## config.mk

```make
export PLATFORM = sky130hd
export DESIGN_NAME = adcwc_top
export DESIGN_NICKNAME = d
export VERILOG_FILES = /design/src/include/adcwc_pkg.sv /design/src/rtl/adcwc_prescale.sv /design/src/rtl/adcwc_top.sv
export VERILOG_INCLUDE_DIRS = /design/src /design/src/include
export SDC_FILE = /design/constraint.sdc
export NUM_CORES = 1
export LEC_CHECK = 0
export BUFFER_PORTS_ARGS = -buffer_cell sky130_fd_sc_hd__clkbuf_2
export CAP_MARGIN = 15
export CORE_MARGIN = 1
export CORE_UTILIZATION = 62
export CTS_CLUSTER_DIAMETER = 120
export CTS_CLUSTER_SIZE = 20
export DETAILED_ROUTE_END_ITERATION = 7
export PLACE_DENSITY = 0.81
export SYNTH_ARGS = -nofsm -noshare
export SYNTH_HDL_FRONTEND = slang
export SYNTH_HIERARCHICAL = 1
export SYNTH_SLANG_ARGS = --single-unit
```

## constraint.sdc

```tcl
create_clock -name clk -period 3.05 [get_ports clk]
set_clock_uncertainty 0.15 [all_clocks]
set_input_delay 0.305 -clock clk [delete_from_list [all_inputs] [get_ports clk]]
set_output_delay 0.305 -clock clk [all_outputs]
set_load 0.01 [all_outputs]
```

## src/include/adcwc_cfg.svh

```systemverilog
/*
  Offsets, field positions, reset values and counts of the converter
  control block. Definitions only; included by the RTL.
*/
`ifndef ADCWC_CFG_SVH
`define ADCWC_CFG_SVH

// Register offsets
`define ADCWC_OFF_CTRL1      8'hb2
`define ADCWC_OFF_CTRL2      8'hb3
`define ADCWC_OFF_RES_HI     8'hb4
`define ADCWC_OFF_RES_LO     8'hb5
`define ADCWC_OFF_WIN_HI     8'hb6
`define ADCWC_OFF_WIN_LO     8'hb7

// First control register fields
`define ADCWC_C1_BUSY        7
`define ADCWC_C1_EOC         6
`define ADCWC_C1_REPEAT      5
`define ADCWC_C1_EXT         4
`define ADCWC_C1_QUAL        3
`define ADCWC_C1_MATCH       2
`define ADCWC_C1_POWER       1
`define ADCWC_C1_IO          0

// Second control register fields
`define ADCWC_C2_FMT         7
`define ADCWC_C2_CHAN_HI     6
`define ADCWC_C2_CHAN_LO     4
`define ADCWC_C2_PRE_HI      3
`define ADCWC_C2_PRE_LO      0

// Reset values
`define ADCWC_RESET_BYTE     8'h00
`define ADCWC_RESET_RESULT   10'h000
`define ADCWC_READ_UNMAPPED  8'h00

// Conversion timing in converter clocks
`define ADCWC_SAMPLE_CLKS    4'h5
`define ADCWC_APPROX_CLKS    4'ha
`define ADCWC_TOTAL_CLKS     5'h10
`define ADCWC_LAST_CLK       4'hf

`endif

```

## src/include/adcwc_pkg.sv

```systemverilog
/*
  Types of the converter control block: state records and the phase
  code shown to the analog core. Assumes adcwc_cfg.svh on the include path.
*/
package adcwc_pkg;

  // Phase of the conversion seen by the analog core
  typedef enum logic [1:0] {
    ADCWC_IDLE   = 2'b00,
    ADCWC_SAMPLE = 2'b01,
    ADCWC_APPROX = 2'b10,
    ADCWC_FINAL  = 2'b11
  } adcwc_phase_e;

  // Whole state of the control block
  typedef struct packed {
    logic       start_busy_bit;
    logic       eoc;
    logic       repeat_mode_bit;
    logic       external_trigger_enable;
    logic       interrupt_qualify_bit;
    logic       window_match_flag;
    logic       converter_power_bit;
    logic       inside_outside_select;
    logic       output_format_bit;
    logic [2:0] channel_select_field;
    logic [3:0] clock_prescale_field;
    logic [9:0] result;
    logic [7:0] window_upper_limit;
    logic [7:0] window_lower_limit;
    logic [3:0] conv_cnt;
    logic [2:0] conv_chan;
    logic       ext_prev;
    logic [7:0] rdata;
  } adcwc_state_s;

  // Prescaler state
  typedef struct packed {
    logic [3:0] cnt;
  } adcwc_div_s;

endpackage

```

## src/rtl/adcwc_prescale.sv

```systemverilog
/*
  Converter clock prescaler: a one-cycle tick every N+1 machine cycles.
  Assumes a reset already synchronised to clk; clear holds it at phase 0.
*/
`timescale 1ns/1ps
`default_nettype none
`include "adcwc_cfg.svh"

module adcwc_prescale
  import adcwc_pkg::*;
(
  // Clock and reset
  input  wire logic       clk,
  input  wire logic       rst_n,
  // Control
  input  wire logic       clear,
  input  wire logic [3:0] prescale,
  // Converter clock enable
  output logic            tick
);

  adcwc_div_s s_q;
  adcwc_div_s s_d;

  always_comb begin
    s_d = s_q;
    if (clear || s_q.cnt == prescale) begin
      s_d.cnt = 4'h0;
    end else begin
      s_d.cnt = s_q.cnt + 4'h1;
    end
  end

  assign tick = !clear && (s_q.cnt == prescale);

  always_ff @(posedge clk or negedge rst_n) begin
    if (!rst_n) begin
      s_q <= '0;
    end else begin
      s_q <= s_d;
    end
  end
endmodule // adcwc_prescale

`default_nettype wire

```

## src/rtl/adcwc_top.sv

```systemverilog
/*
  Control and result logic of a 10-bit successive approximation converter:
  six byte registers, software or external-edge start, single and repeat
  modes, power abort, channel select, prescaler, result format and window
  comparator. Assumes a register master per the plain strobe port, an
  analog core that holds a valid result on core_result during the final
  converter clock, and an interrupt enable held outside this block.
*/
`timescale 1ns/1ps
`default_nettype none
`include "adcwc_cfg.svh"

// Summary of operation
// - Writing start 0 to 1 starts; bit stays set through conversion
// - Hardware clears start/busy when a single-mode conversion completes
// - Completion sets the conversion-done flag, the interrupt source
// - Repeat mode reruns conversions back to back; else one only
// - Leaving repeat mode finishes the current conversion, then halts
// - External falling edge starts when enabled; ignored otherwise
// - External start sets busy; software start still works then
// - Qualify set: interrupt only with done and window match both set
// - Qualify clear: interrupt every time done is set
// - Window match flag updated at end of every conversion
// - Power bit needed; clearing it aborts and clears busy
// - Select 1 looks outside window, 0 inside
// - All registers reset to zero
// - Format 1: high byte holds result bits 9 and 8 only
// - Format 0: high byte holds result bits 9 down to 2
// - Channel field picks input; takes effect at next start
// - Converter clock is machine clock divided by N+1
// - Low byte always holds result bits 7 down to 0
// - Limits compare with result bits 9 down to 2
// - Match equals select xor upper-less xor lower-less, unsigned
// - Conversion lasts sixteen converter clocks; done on the last
// - Five clocks sampling, ten clocks approximation
// - Repeat restarts right after completion; busy looks steady
module adcwc_top
  import adcwc_pkg::*;
(
  // Clock and reset
  input  wire logic       clk,
  input  wire logic       rst_n,
  // Register port
  input  wire logic [7:0] reg_addr,
  input  wire logic [7:0] reg_wdata,
  input  wire logic       reg_wr,
  input  wire logic       reg_rd,
  output logic [7:0]      reg_rdata,
  // External start and interrupt
  input  wire logic       ext_start_n,
  input  wire logic       converter_interrupt_enable,
  output logic            adc_irq,
  // Analog core
  output logic            core_power,
  output logic [2:0]      core_channel,
  output adcwc_phase_e    core_phase,
  input  wire logic [9:0] core_result
);

  function automatic logic window_hit(input logic io, input logic [7:0] hi,
                                      input logic [7:0] lo, input logic [9:0] res);
    window_hit = io ^ (hi < res[9:2]) ^ (lo < res[9:2]);
  endfunction

  // High result byte in either format
  function automatic logic [7:0] high_byte(input logic fmt, input logic [9:0] res);
    high_byte = fmt ? {6'h00, res[9:8]} : res[9:2];
  endfunction

  logic [1:0]   rst_sync_q;
  logic         rst_i_n;
  adcwc_state_s s_q;
  adcwc_state_s s_d;
  logic         tick;
  logic         div_clear;
  logic         wr1;
  logic         wr2;
  logic         power_nx;
  logic         ext_fall;
  logic         sw_start;
  logic         hw_start;
  logic         done;
  logic         restart;
  logic         start;

  // Release of the asynchronous reset, two stages
  always_ff @(posedge clk or negedge rst_n) begin
    if (!rst_n) begin
      rst_sync_q <= 2'b00;
    end else begin
      rst_sync_q <= {rst_sync_q[0], 1'b1};
    end
  end

  assign rst_i_n = rst_sync_q[1];

  // Divider held while idle; it wraps on the done tick, so a restart needs no clear.
  // Feeding restart back here would close a loop through tick and done.
  assign div_clear = !s_q.start_busy_bit;

  adcwc_prescale u_prescale (
    .clk      (clk),
    .rst_n    (rst_i_n),
    .clear    (div_clear),
    .prescale (s_q.clock_prescale_field),
    .tick     (tick)
  );

  always_comb begin
    s_d      = s_q;
    wr1      = reg_wr && (reg_addr == `ADCWC_OFF_CTRL1);
    wr2      = reg_wr && (reg_addr == `ADCWC_OFF_CTRL2);
    power_nx = wr1 ? reg_wdata[`ADCWC_C1_POWER] : s_q.converter_power_bit;
    ext_fall = s_q.ext_prev && !ext_start_n;
    sw_start = wr1 && reg_wdata[`ADCWC_C1_BUSY] && !s_q.start_busy_bit;
    hw_start = s_q.external_trigger_enable && ext_fall && !s_q.start_busy_bit;
    done     = s_q.start_busy_bit && tick && (s_q.conv_cnt == `ADCWC_LAST_CLK)
               && power_nx;

    // Plain writable fields
    if (wr1) begin
      s_d.repeat_mode_bit         = reg_wdata[`ADCWC_C1_REPEAT];
      s_d.external_trigger_enable = reg_wdata[`ADCWC_C1_EXT];
      s_d.interrupt_qualify_bit   = reg_wdata[`ADCWC_C1_QUAL];
      s_d.converter_power_bit     = reg_wdata[`ADCWC_C1_POWER];
      s_d.inside_outside_select   = reg_wdata[`ADCWC_C1_IO];
    end
    if (wr2) begin
      s_d.output_format_bit    = reg_wdata[`ADCWC_C2_FMT];
      s_d.channel_select_field = reg_wdata[`ADCWC_C2_CHAN_HI:`ADCWC_C2_CHAN_LO];
      s_d.clock_prescale_field = reg_wdata[`ADCWC_C2_PRE_HI:`ADCWC_C2_PRE_LO];
    end
    if (reg_wr && reg_addr == `ADCWC_OFF_WIN_HI) begin
      s_d.window_upper_limit = reg_wdata;
    end
    if (reg_wr && reg_addr == `ADCWC_OFF_WIN_LO) begin
      s_d.window_lower_limit = reg_wdata;
    end

    // Repeat uses the mode in force at completion
    restart = done && s_d.repeat_mode_bit;
    start   = (sw_start || hw_start || restart) && power_nx;

    if (!power_nx) begin
      s_d.start_busy_bit = 1'b0;
      s_d.conv_cnt       = 4'h0;
    end else if (start) begin
      // Busy stays set across a restart
      s_d.start_busy_bit = 1'b1;
      s_d.conv_cnt       = 4'h0;
      s_d.conv_chan      = s_d.channel_select_field;
    end else if (done) begin
      s_d.start_busy_bit = 1'b0;
    end else if (s_q.start_busy_bit && tick) begin
      s_d.conv_cnt = s_q.conv_cnt + 4'h1;
    end

    if (done) begin
      s_d.result            = core_result;
      s_d.window_match_flag = window_hit(s_d.inside_outside_select,
                                         s_d.window_upper_limit,
                                         s_d.window_lower_limit, core_result);
    end

    s_d.eoc = done || (s_q.eoc && !(wr1 && !reg_wdata[`ADCWC_C1_EOC]));

    s_d.ext_prev = ext_start_n;

    // Read data stand one cycle, then return to zero
    s_d.rdata = 8'h00;
    if (reg_rd) begin
      unique case (reg_addr)
        `ADCWC_OFF_CTRL1: s_d.rdata = {s_q.start_busy_bit, s_q.eoc, s_q.repeat_mode_bit,
                                       s_q.external_trigger_enable,
                                       s_q.interrupt_qualify_bit, s_q.window_match_flag,
                                       s_q.converter_power_bit, s_q.inside_outside_select};
        `ADCWC_OFF_CTRL2: s_d.rdata = {s_q.output_format_bit, s_q.channel_select_field,
                                       s_q.clock_prescale_field};
        `ADCWC_OFF_RES_HI: s_d.rdata = high_byte(s_q.output_format_bit, s_q.result);
        `ADCWC_OFF_RES_LO: s_d.rdata = s_q.result[7:0];
        `ADCWC_OFF_WIN_HI: s_d.rdata = s_q.window_upper_limit;
        `ADCWC_OFF_WIN_LO: s_d.rdata = s_q.window_lower_limit;
        default:           s_d.rdata = `ADCWC_READ_UNMAPPED;
      endcase
    end
  end

  always_ff @(posedge clk or negedge rst_i_n) begin
    if (!rst_i_n) begin
      s_q          <= '0;
      s_q.ext_prev <= 1'b1;
    end else begin
      s_q <= s_d;
    end
  end

  // Phase seen by the analog core
  always_comb begin
    if (!s_q.start_busy_bit) begin
      core_phase = ADCWC_IDLE;
    end else if (s_q.conv_cnt < `ADCWC_SAMPLE_CLKS) begin
      core_phase = ADCWC_SAMPLE;
    end else if (s_q.conv_cnt < `ADCWC_SAMPLE_CLKS + `ADCWC_APPROX_CLKS) begin
      core_phase = ADCWC_APPROX;
    end else begin
      core_phase = ADCWC_FINAL;
    end
  end

  assign core_power   = s_q.converter_power_bit;
  assign core_channel = s_q.conv_chan;
  assign reg_rdata    = s_q.rdata;

  assign adc_irq = converter_interrupt_enable && s_q.eoc
                   && (!s_q.interrupt_qualify_bit || s_q.window_match_flag);
endmodule // adcwc_top

`default_nettype wire

```

==> reports/results.txt, run 1 <==
Crit path max-delay cell type: sky130_fd_sc_hd__mux2_2
Horiz. Die Dim: 77.4 um
TritonCTS clock tree: yes
Fin Setup TNS: 0 ps
P&R area growth vs syn: 16.5%
Worst hold margin: 47.8 ps
Vias: 2524
Areal power density over the cells: 437 nW/um2
Dpl cells: 398
Cell internal pwr: 1.33 mW
Fraction of post-synthesis cell area in the top cell type by area: 0.447
Total Die Area: 5990 um2
Quantity of I/O buffers inserted on ports: 46
Top cells by area, synth: sky130_fd_sc_hd__dfrtp_1, sky130_fd_sc_hd__mux2_2, sky130_fd_sc_hd__ha_1, sky130_fd_sc_hd__mux4_2, sky130_fd_sc_hd__buf_4
Period minus WS final: 2810 ps
Critical path start-end classification: in -> reg
Area leader, netlist: sky130_fd_sc_hd__dfrtp_1
Routed len/inst: 18.4 um
Count leader, synth: sky130_fd_sc_hd__dfrtp_1
Sum of internal, switching and leakage power: 1.79 mW
Required time at the endpoint of the critical path: 3100 ps
Vias per Instance: 6.05
Sw Pwr: 459 uW
# DRC: 0
Yosys synthesis warning count: 6
MaxCap Viol Count: 0
Die Height: 77.4 um
Compound-cell area share of the yosys netlist: 0.0906
Maximum buffer depth of the clock tree: 2
Synthesized netlist net count: 329
Flip-flop and latch count after synthesis: 64
GRT Util Overall: 0.296
Wire length of the first global-routing pass: 13300 um
Clock-pin transition on the worst setup and hold timing paths: 70 ps
Dominant combinational cell family by area after synthesis: multiplexers
Worst relative slew slack: 0.574
Inserted Diodes: 0
Largest driver fanout on the critical path: 3
Met2 usage: 0.454
Post-route ant nets: 0
Nets@finish: 389
Fmax achieved: 356 MHz
Finished Core Util: 0.746
Sequence of cells on the critical path: clkbuf_2, nand4b_4, nor2_1, nand2_1, nor2_4, mux2_2, ha_1, a21o_1, a211o_1, a211o_1, o221ai_1, or4b_1, o211ai_1
Buffer and inverter count on the worst path: 1
P_leak: 2.12 nW
Most used standard cells in the synthesized netlist: sky130_fd_sc_hd__dfrtp_1, sky130_fd_sc_hd__mux2_2, sky130_fd_sc_hd__ha_1, sky130_fd_sc_hd__inv_1, sky130_fd_sc_hd__nor2_1
Status: finished clean
Most frequently used flop master after synthesis: sky130_fd_sc_hd__dfrtp_1
Clk sinks: 64
Setup bufs post-CTS: 0
Clk network pwr share: 0.401
Highest cell delay on the worst timing path: 360 ps
Later-pin clock latency in the skew report: 340 ps
Combinational Power Share: 0.105
Total Wirelength: 7670 um
Post-synth EDFFs: 0
Core Box Area: 5510 um2
Pre-antenna DRT Iters: 6
Part of the total power dissipated in sequential elements: 0.494
Vias in the first global route: 2582
Initial cell density of the core: 0.640
Placement Rows: 27
Share of post-route cells with drive strength above 1: 0.432
Met1 global-route usage: 0.421
Portion of the clock cycle consumed by the worst path in the final layout: 0.921
Final number of max-transition violations: 0
Pin count of the biggest net entering global routing: 53
Root Buffer: sky130_fd_sc_hd__clkbuf_8
GR peak layer: met2
Arrival time worst endpoint: 2860 ps
Worst Setup End Kind: register
Proportion of synthesized chip area in sequential cells: 0.455
Transition time at the pin with the least slew margin: 639 ps
Family with the most delay on the worst path: compound AO/OA/AOI/OAI gates
HPWL reported at the end of detailed placement: 5870 um
CP Launch Type: primary input
Final Hold Violating Endpoints: 0
Cell repeated most along the worst path: sky130_fd_sc_hd__a211o_1
Met3 routing resource usage after global routing: 0.0459
Synth cell types: 62
Switching power share of the total: 0.256
Number of buffers inserted during clock tree synthesis: 9
Number of top-level pins: 47
Mean instance size in the synthesized netlist: 12.6 um2
Unrepaired setup endpoints after global routing: no
Fraction of synthesized area in multiplexers: 0.187
Gpl congestion: 0.926
Overflow left after global routing: 0
Initial antenna violation count: 0
Peak supply drop: 0.300 mV
Share of synthesized flip-flops with an asynchronous set or reset: 1.00
Cell count after synthesis: 280
Cell Area, Synth: 3520 um2
Deepest level of the CTS H-tree: 3
Tightest Hold Check Type: in -> reg
Number of cells in the finished layout apart from fillers: 417
Fraction of synthesized cell area in xor and xnor cells: 0.0224
Violation count after the first detailed-routing iteration: 226
Simple-gate portion of the synthesized area: 0.126
Number of setup violations in the final report: 0
Synthesized-area fraction occupied by adder cells: 0.0604
[through the flow]
stage	instance area, um2	setup slack [ps]
after floorplan	3580	-6.49
after global placement	3880	-79.5
after detailed placement	3880	-178
after CTS	4100	144
after global routing	4110	16.0
final	4110	241
[flip-flops by register name (all words and copies together), names as in the netlist]
register	flops
rst_sync_q	2
core_power	1
core_channel	3
s_q	46
reg_rdata	8
u_prescale/s_q	4
[metal layers]
metal / vias up / part of all wire
li1: 1154 / -
met2: 101 / 0.47
met3: 12 / 0.071
met5: - / 0
met4: 0 / 0.022
met1: 1257 / 0.43
[power by group through the flow]
| stage | registers, mW | clock network, mW | logic, mW |
|---|---|---|---|
| after floorplan | 0.907 | 0 | 0.108 |
| after global placement | 0.903 | 0 | 0.178 |
| after detailed placement | 0.904 | 0 | 0.183 |
| after CTS | 0.885 | 0.728 | 0.190 |
| after global routing | 0.888 | 0.772 | 0.210 |
| final | 0.885 | 0.720 | 0.189 |
[layout make-up]
class | count | area [um2]
clock buffers | 9 | 124
inverters | 18 | 67.6
well taps | 72 | 90.1
repair buffers | 67 | 395
fillers | 375 | 1400
multi-input cells | 180 | 1750
clock inverters | 7 | 71.3
flip-flops and latches | 64 | 1600
[path summary, 6_finish.rpt]
kind                                              start             endpoint  slack (ps)  cells after the start
worst min register to register  rst_sync_q[1]$_DFF_PN0_     s_q[8]$_DFF_PN1_          70                      0
max in group asynchronous       rst_sync_q[1]$_DFF_PN0_  s_q[13]$_DFFE_PN0P_        1800                      1
worst max-delay path                        reg_addr[6]  s_q[52]$_DFFE_PN0P_         240                     13
worst max register to register      s_q[42]$_DFFE_PN0P_  s_q[36]$_DFFE_PN0P_         310                      7
worst min-delay path                     core_result[1]  s_q[33]$_DFFE_PN0P_          50                      2
min in group asynchronous       rst_sync_q[1]$_DFF_PN0_     s_q[8]$_DFF_PN1_          70                      0
[cell usage in the layout (no fill, tap or decap), types with 6 or more instances in the layout]
| cell | instances |
|---|---|
| sky130_fd_sc_hd__inv_1 | 17 |
| sky130_fd_sc_hd__mux2_2 | 35 |
| sky130_fd_sc_hd__nand2_1 | 10 |
| sky130_fd_sc_hd__clkbuf_2 | 46 |
| sky130_fd_sc_hd__a222oi_1 | 6 |
| sky130_fd_sc_hd__nor3_1 | 7 |
| sky130_fd_sc_hd__clkbuf_8 | 9 |
| sky130_fd_sc_hd__nor2_1 | 13 |
| sky130_fd_sc_hd__dfrtp_1 | 62 |
| sky130_fd_sc_hd__mux4_2 | 8 |
| sky130_fd_sc_hd__xor2_1 | 7 |
| sky130_fd_sc_hd__ha_1 | 16 |
| sky130_fd_sc_hd__buf_4 | 18 |
[cell families after synthesis]
| logic type | count (synthesis) |
|---|---|
| AOI/OAI and AO/OA | 39 |
| xor gates and xnor gates | 9 |
| adders and majority gates | 17 |
| buffers and inverters | 36 |
| DFF | 64 |
| muxes | 50 |
| other | 1 |
| and+or+nand+nor | 64 |
[what timing repair did]
item                                   in CTS  in global routing
endpoints found under the hold margin      12                  0
hold buffers                                3                  0
setup endpoints to repair                   0                  1
gates resized for setup                     0                  1
No activity file was read; power rests on OpenSTA's default activity.
==> inputs of run 2 (changes only) <==
--- a/config.mk
+++ b/config.mk
@@ -14,6 +14,7 @@
 export CTS_CLUSTER_SIZE = 20
 export DETAILED_ROUTE_END_ITERATION = 7
 export PLACE_DENSITY = 0.81
+export RECOVER_POWER = 25
 export SYNTH_ARGS = -nofsm -noshare
 export SYNTH_HDL_FRONTEND = slang
 export SYNTH_HIERARCHICAL = 1
==> run 2 against run 1 <==
  * Design area decreased by 0.21%
  * Die area unchanged
  * Count of clock-buffer cells in the layout unchanged
  * Via count increased by 0.44%
  * Clock power about the same
  * Wire length increased by 0.16%
  * Register-to-register slack improved by 20 ps
  * Cell count unchanged
  * Critical path depth unchanged
  * Worst setup slack got worse by 13 ps
  * Hold slack got worse by 1.7 ps
==> reports/results.txt, run 2 (synthesis results as in run 1) <==
Status: finished clean
Quantity of I/O buffers inserted on ports: 46 (unchanged)
Final Hold Violating Endpoints: 0 (unchanged)
Period minus WS final: 2820 ps (+12.7 ps)
Share of post-route cells with drive strength above 1: 0.423 (-0.00870)
Number of top-level pins: 47 (unchanged)
Portion of the clock cycle consumed by the worst path in the final layout: 0.925 (+0.00418)
TritonCTS clock tree: yes
Clock-pin transition on the worst setup and hold timing paths: 70 ps (about the same)
Vias per Instance: 6.08 (+0.44%)
Root Buffer: sky130_fd_sc_hd__clkbuf_8
P&R area growth vs syn: 16.3%
HPWL reported at the end of detailed placement: 5870 um (unchanged)
Most common library cell in the layout ignoring fill and taps: sky130_fd_sc_hd__dfrtp_1
Wire length of the first global-routing pass: 13300 um (unchanged)
Final number of max-transition violations: 0 (unchanged)
Gpl congestion: 0.926 (unchanged)
Tightest Hold Check Type: in -> reg
GRT Util Overall: 0.296 (unchanged)
Clk sinks: 64 (unchanged)
Critical path start-end classification: in -> reg
Core Box Area: 5510 um2 (unchanged)
Number of setup violations in the final report: 0 (unchanged)
Flip-flop count of the largest register after layout: 46 (unchanged)
Total Wirelength: 7680 um (+0.16%)
Nets@finish: 389 (unchanged)
Later-pin clock latency in the skew report: 340 ps (about the same)
Worst Setup End Kind: register
Dpl ws: -178 ps (unchanged)
CP Launch Type: primary input
Required time at the endpoint of the critical path: 3160 ps (+60 ps)
MaxCap Viol Count: 0 (unchanged)
Vias in the first global route: 2582 (unchanged)
Vias: 2535 (+0.44%)
Total Die Area: 5990 um2 (unchanged)
Initial cell density of the core: 0.640 (unchanged)
Pin count of the biggest net entering global routing: 53 (unchanged)
Peak supply drop: 0.300 mV (about the same)
Number of cells in the finished layout apart from fillers: 417 (unchanged)
Violation count after the first detailed-routing iteration: 228 (+0.88%)
# DRC: 0 (unchanged)
Placement Rows: 27 (unchanged)
Finished Core Util: 0.744 (-0.00159)
Number of buffers inserted during clock tree synthesis: 9 (unchanged)
Overflow left after global routing: 0 (unchanged)
Number of filler cells placed in the layout: 376 (+0.27%)
Largest driver fanout on the critical path: 5 (+2)
Maximum buffer depth of the clock tree: 2 (unchanged)
Unrepaired setup endpoints after global routing: no
Pre-antenna DRT Iters: 5 (-1)
Initial antenna violation count: 0 (unchanged)
Fin Setup TNS: 0 ps (unchanged)
Dpl cells: 398 (unchanged)
Commonest cells after routing, fill and taps aside: sky130_fd_sc_hd__dfrtp_1, sky130_fd_sc_hd__clkbuf_2, sky130_fd_sc_hd__mux2_2
Worst relative slew slack: 0.178 (-0.396)
P_leak: 2.11 nW (-0.46%)
Area taken by multi-input logic gates: 1750 um2 (unchanged)
Deepest level of the CTS H-tree: 3 (unchanged)
Horiz. Die Dim: 77.4 um (unchanged)
Routed len/inst: 18.4 um (+0.16%)
Sum of internal, switching and leakage power: 1.79 mW (about the same)
FF/Latch Area: 1600 um2 (unchanged)
Inserted Diodes: 0 (unchanged)
Post-route ant nets: 0 (unchanged)
Areal power density over the cells: 438 nW/um2 (+0.22%)
Arrival time worst endpoint: 2930 ps (+70 ps)
Die Height: 77.4 um (unchanged)
Final critical-path setup slack: 228 ps (-12.7 ps)
Largest Register: s_q
Transition time at the pin with the least slew margin: 1230 ps (+594 ps)
Fmax achieved: 354 MHz (-0.45%)
[run 2: cell count changes in the layout (fill, tap and decap cells not counted), sizes merged]
| cell | delta |
|---|---|
| buf | -2 |
| clkbuf | +2 |
[run 2: path summary, 6_finish.rpt]
check	startpoint	to	slack (ps)	cells past startpoint
max	reg_addr[6]	s_q[52]$_DFFE_PN0P_	230	13
min	core_result[1]	s_q[33]$_DFFE_PN0P_	50	2
max reg2reg	s_q[42]$_DFFE_PN0P_	s_q[36]$_DFFE_PN0P_	330	7
min reg2reg	rst_sync_q[1]$_DFF_PN0_	s_q[8]$_DFF_PN1_	70	0
max in group asynchronous	rst_sync_q[1]$_DFF_PN0_	s_q[36]$_DFFE_PN0P_	1480	1
min in group asynchronous	rst_sync_q[1]$_DFF_PN0_	s_q[8]$_DFF_PN1_	70	0
[run 2: metrics by stage]
step	cell area, um2	hold WS [ps]
5_1_grt	4100	43.8
3_5_place_dp	3880	-59.1
6_report	4100	46.1
3_3_place_gp	3880	-59.3
2_1_floorplan	3580	-141
4_1_cts	4100	44.0
[run 2: layer usage]
layer | global-route usage | up-vias | wire, um
li1 | - | 1150 | -
met1 | 0.421 | 1279 | 3320
met2 | 0.454 | 94 | 3650
met3 | 0.0459 | 12 | 537
met4 | 0.125 | 0 | 167
met5 | 0 | - | 0
[run 2: cell type report]
cell class	count	share of cell area
Multi-Input combinational cell	180	0.428
Sequential cell	64	0.391
Timing Repair Buffer	67	0.0944
Clock buffer	9	0.0302
Tap cell	72	0.0220
Clock inverter	7	0.0174
Inverter	18	0.0165
[run 2: what timing repair did]
action,CTS,global route
setup buffers,0,0
setup endpoints to repair,0,1
resized for setup,0,1
hold endpoints to repair,12,0
hold buffers,3,0
[run 2: where the power goes]
group	internal [mW]	switching, mW	leakage, nW
clock	0.377	0.344	0.0916
sequential	0.870	0.0159	0.870
combinational	0.0871	0.101	1.15
total	1.33	0.460	2.11
[run 2: critical path, cell delays in order]
cell and delay, ps:
sky130_fd_sc_hd__clkbuf_2 80, sky130_fd_sc_hd__nand4b_4 160, sky130_fd_sc_hd__nor2_1 130, sky130_fd_sc_hd__nand2_1 130
sky130_fd_sc_hd__nor2_4 160, sky130_fd_sc_hd__buf_4 180, sky130_fd_sc_hd__mux2_2 360, sky130_fd_sc_hd__ha_1 310
sky130_fd_sc_hd__nand3_1 120, sky130_fd_sc_hd__a31oi_1 230, sky130_fd_sc_hd__o221ai_1 160, sky130_fd_sc_hd__or4b_1 490
sky130_fd_sc_hd__o211ai_1 90
==> inputs of run 3 (changes only) <==
--- a/config.mk
+++ b/config.mk
@@ -6,15 +6,16 @@
 export SDC_FILE = /design/constraint.sdc
 export NUM_CORES = 1
 export LEC_CHECK = 0
-export BUFFER_PORTS_ARGS = -buffer_cell sky130_fd_sc_hd__clkbuf_2
 export CAP_MARGIN = 15
 export CORE_MARGIN = 1
-export CORE_UTILIZATION = 62
+export CORE_UTILIZATION = 68
 export CTS_CLUSTER_DIAMETER = 120
 export CTS_CLUSTER_SIZE = 20
 export DETAILED_ROUTE_END_ITERATION = 7
-export PLACE_DENSITY = 0.81
+export DONT_BUFFER_PORTS = 1
+export PLACE_DENSITY = 0.8
 export RECOVER_POWER = 25
+export SLEW_MARGIN = 20
 export SYNTH_ARGS = -nofsm -noshare
 export SYNTH_HDL_FRONTEND = slang
 export SYNTH_HIERARCHICAL = 1
==> run 3 against run 2 <==
  * Global-route usage increased by 4.5 points
  * First-iteration DRC count decreased by 8.8%
  * Total power decreased by 0.58%
  * Utilization rose by 8.2 points
  * Flip-flop and latch count stayed put
  * Design area down 2.2%
  * Wire length up 7.4%
==> reports/results.txt, run 3 (synthesis results as in run 1) <==
Clk network pwr share: 0.409 (+0.007)
Commonest cells after routing, fill and taps aside: sky130_fd_sc_hd__dfrtp_1, sky130_fd_sc_hd__mux2_2, sky130_fd_sc_hd__dlygate4sd3_1
Die Height: 74.0 um (-4.4%)
Worst relative slew slack: 0.0515 (-0.127)
Total Wirelength: 8250 um (+7.4%)
Dpl ws: -97.7 ps (+80.3 ps)
Areal power density over the cells: 445 nW/um2 (+1.7%)
Nets@finish: 356 (-8.5%)
Number of top-level pins: 47 (unchanged)
Quantity of I/O buffers inserted on ports: 0 (-100%)
Inserted Diodes: 0 (unchanged)
Initial antenna violation count: 0 (unchanged)
Final Hold Violating Endpoints: 0 (unchanged)
Post-route cell area: 4010 um2 (-2.2%)
Flip-flop count of the largest register after layout: 46 (unchanged)
Vias per Instance: 6.52 (+7.2%)
Maximum buffer depth of the clock tree: 2 (unchanged)
Switching power share of the total: 0.229 (-0.0274)
Number of cells in the finished layout apart from fillers: 379 (-9.1%)
Placed cell area: 3600 um2 (-7.1%)
HPWL reported at the end of detailed placement: 5810 um (-0.98%)
Number of buffers inserted during clock tree synthesis: 9 (unchanged)
Deepest level of the CTS H-tree: 3 (unchanged)
Worst hold path startpoint: reg_wdata[5]
Root Buffer: sky130_fd_sc_hd__clkbuf_8
Tightest Hold Check Type: in -> reg
Placement Rows: 25 (-7.4%)
Horiz. Die Dim: 74.0 um (-4.4%)
Required time at the endpoint of the critical path: 3150 ps (about the same)
GRT Util Overall: 0.341 (+0.0450)
Unrepaired setup endpoints after global routing: no
Endpoint of the worst hold-timing path: s_q[55]$_DFF_PN0_
Register-to-register setup slack: 420 ps (+90 ps)
Pin count of the biggest net entering global routing: 36 (-32%)
Area taken by multi-input logic gates: 1750 um2 (-0.29%)
Reg2reg start: s_q[42]$_DFFE_PN0P_
Worst Reg2Reg Path Length in Cells: 7 (unchanged)
Core Box Area: 4850 um2 (-12%)
Number of resized instances in the post-cts repair step: 0 (unchanged)
Largest driver fanout on the critical path: 6 (+1)
CP Launch Type: primary input
Share of post-route cells with drive strength above 1: 0.298 (-0.125)
Clock-pin transition on the worst setup and hold timing paths: 60 ps (about the same)
Later-pin clock latency in the skew report: 340 ps (about the same)
Wire length of the first global-routing pass: 13100 um (-1.3%)
Overflow left after global routing: 0 (unchanged)
Transition time at the pin with the least slew margin: 1420 ps (+190 ps)
Peak supply drop: 0.413 mV (+38%)
Final number of max-transition violations: 0 (unchanged)
Number of setup violations in the final report: 0 (unchanged)
Cell internal pwr: 1.37 mW (+3.1%)
Dpl cells: 342 (-14%)
Number of filler cells placed in the layout: 267 (-29%)
Gpl congestion: 0.912 (-1.5%)
Part of the total power dissipated in sequential elements: 0.502 (+0.008)
Largest Register: s_q
Combinational Power Share: 0.089 (-0.016)
Fin Setup TNS: 0 ps (unchanged)
Worst hold margin: 18.1 ps (-28.1 ps)
Most common library cell in the layout ignoring fill and taps: sky130_fd_sc_hd__dfrtp_1
R2r endpoint: s_q[38]$_DFFE_PN0P_
Worst hold stages: 2 (unchanged)
P&R area growth vs syn: 13.7%
Fmax achieved: 345 MHz (-2.7%)
Violation count after the first detailed-routing iteration: 208 (-8.8%)
MaxCap Viol Count: 0 (unchanged)
FF/Latch Area: 1600 um2 (about the same)
Portion of the clock cycle consumed by the worst path in the final layout: 0.951 (+0.0259)
# DRC: 0 (unchanged)
Sw Pwr: 409 uW (-11%)
Arrival time worst endpoint: 3000 ps (+70 ps)
Critical path start-end classification: in -> reg
Initial cell density of the core: 0.727 (+0.0869)
Clk sinks: 64 (unchanged)
Total Die Area: 5470 um2 (-8.6%)
Pre-antenna DRT Iters: 8 (+3)
Routed len/inst: 21.8 um (+18%)
Worst Setup End Kind: register
P_leak: 1.98 nW (-6.2%)
Post-route ant nets: 0 (unchanged)
Vias: 2471 (-2.5%)
Period minus WS final: 2900 ps (+79.0 ps)
Status: finished clean
Vias in the first global route: 2564 (-0.70%)
TritonCTS clock tree: yes
Final critical-path setup slack: 149 ps (-79.0 ps)
run 3: cell count changes in the layout (fill, tap and decap cells not counted), sizes merged:
cell and change:
clkbuf -43, buf -4, inv -1, dlygate4sd3 +18, clkinvlp -3
run 3: how the worst max path moves through the flow:
stage	start	end	slack (ps)	cells past startpoint
after floorplan	reg_addr[0]	s_q[52]$_DFFE_PN0P_	-6	12
after global placement	reg_addr[3]	s_q[52]$_DFFE_PN0P_	-20	11
after detailed placement	reg_addr[6]	s_q[52]$_DFFE_PN0P_	-100	11
after CTS	reg_addr[6]	s_q[52]$_DFFE_PN0P_	180	11
after global routing	reg_addr[6]	s_q[52]$_DFFE_PN0P_	50	10
final	reg_addr[6]	s_q[52]$_DFFE_PN0P_	150	11
run 3: area by class of cell:
type	instances	area share
Clock buffer	13	0.0397
Sequential cell	64	0.400
Multi-Input combinational cell	180	0.437
Timing Repair Buffer	34	0.0759
Clock inverter	3	0.00999
Inverter	18	0.0169
Tap cell	67	0.0209
run 3: power groups by stage:
stage | clock, mW | combinational (mW) | sequential (mW)
CTS | 0.739 | 0.156 | 0.895
detailed placement | 0 | 0.129 | 0.911
global placement | 0 | 0.125 | 0.909
finish | 0.730 | 0.158 | 0.895
global route | 0.776 | 0.172 | 0.898
floorplan | 0 | 0.108 | 0.907
run 3: repair_timing:
action,4_1_cts,5_1_grt
hold endpoints to repair,39,0
setup buffers,0,0
endpoints found under the setup margin,0,0
hold buffers,21,0
run 3: critical path: stages:
cell and delay, ps:
sky130_fd_sc_hd__nand4b_4 170, sky130_fd_sc_hd__or3_1 530, sky130_fd_sc_hd__buf_4 210, sky130_fd_sc_hd__mux2_2 280, sky130_fd_sc_hd__ha_1 180, sky130_fd_sc_hd__a21o_1 160
sky130_fd_sc_hd__a21oi_2 210, sky130_fd_sc_hd__nand2_1 90, sky130_fd_sc_hd__o211a_1 230, sky130_fd_sc_hd__or4b_1 530, sky130_fd_sc_hd__o211ai_1 100
run 3: per-layer routing:
metal	up-vias	share of wire	GRT usage
li1	1083	-	-
met4	0	0.033	0.214
met3	19	0.064	0.0718
met1	1256	0.43	0.465
met2	113	0.47	0.502
met5	-	0	0
run 3: through the flow:
| step | utilization | power [mW] |
|---|---|---|
| after floorplan | - | 1.01 |
| after global placement | 0.743 | 1.03 |
| after detailed placement | 0.743 | 1.04 |
| after CTS | 0.827 | 1.79 |
| after global routing | 0.826 | 1.85 |
| final | 0.826 | 1.78 |
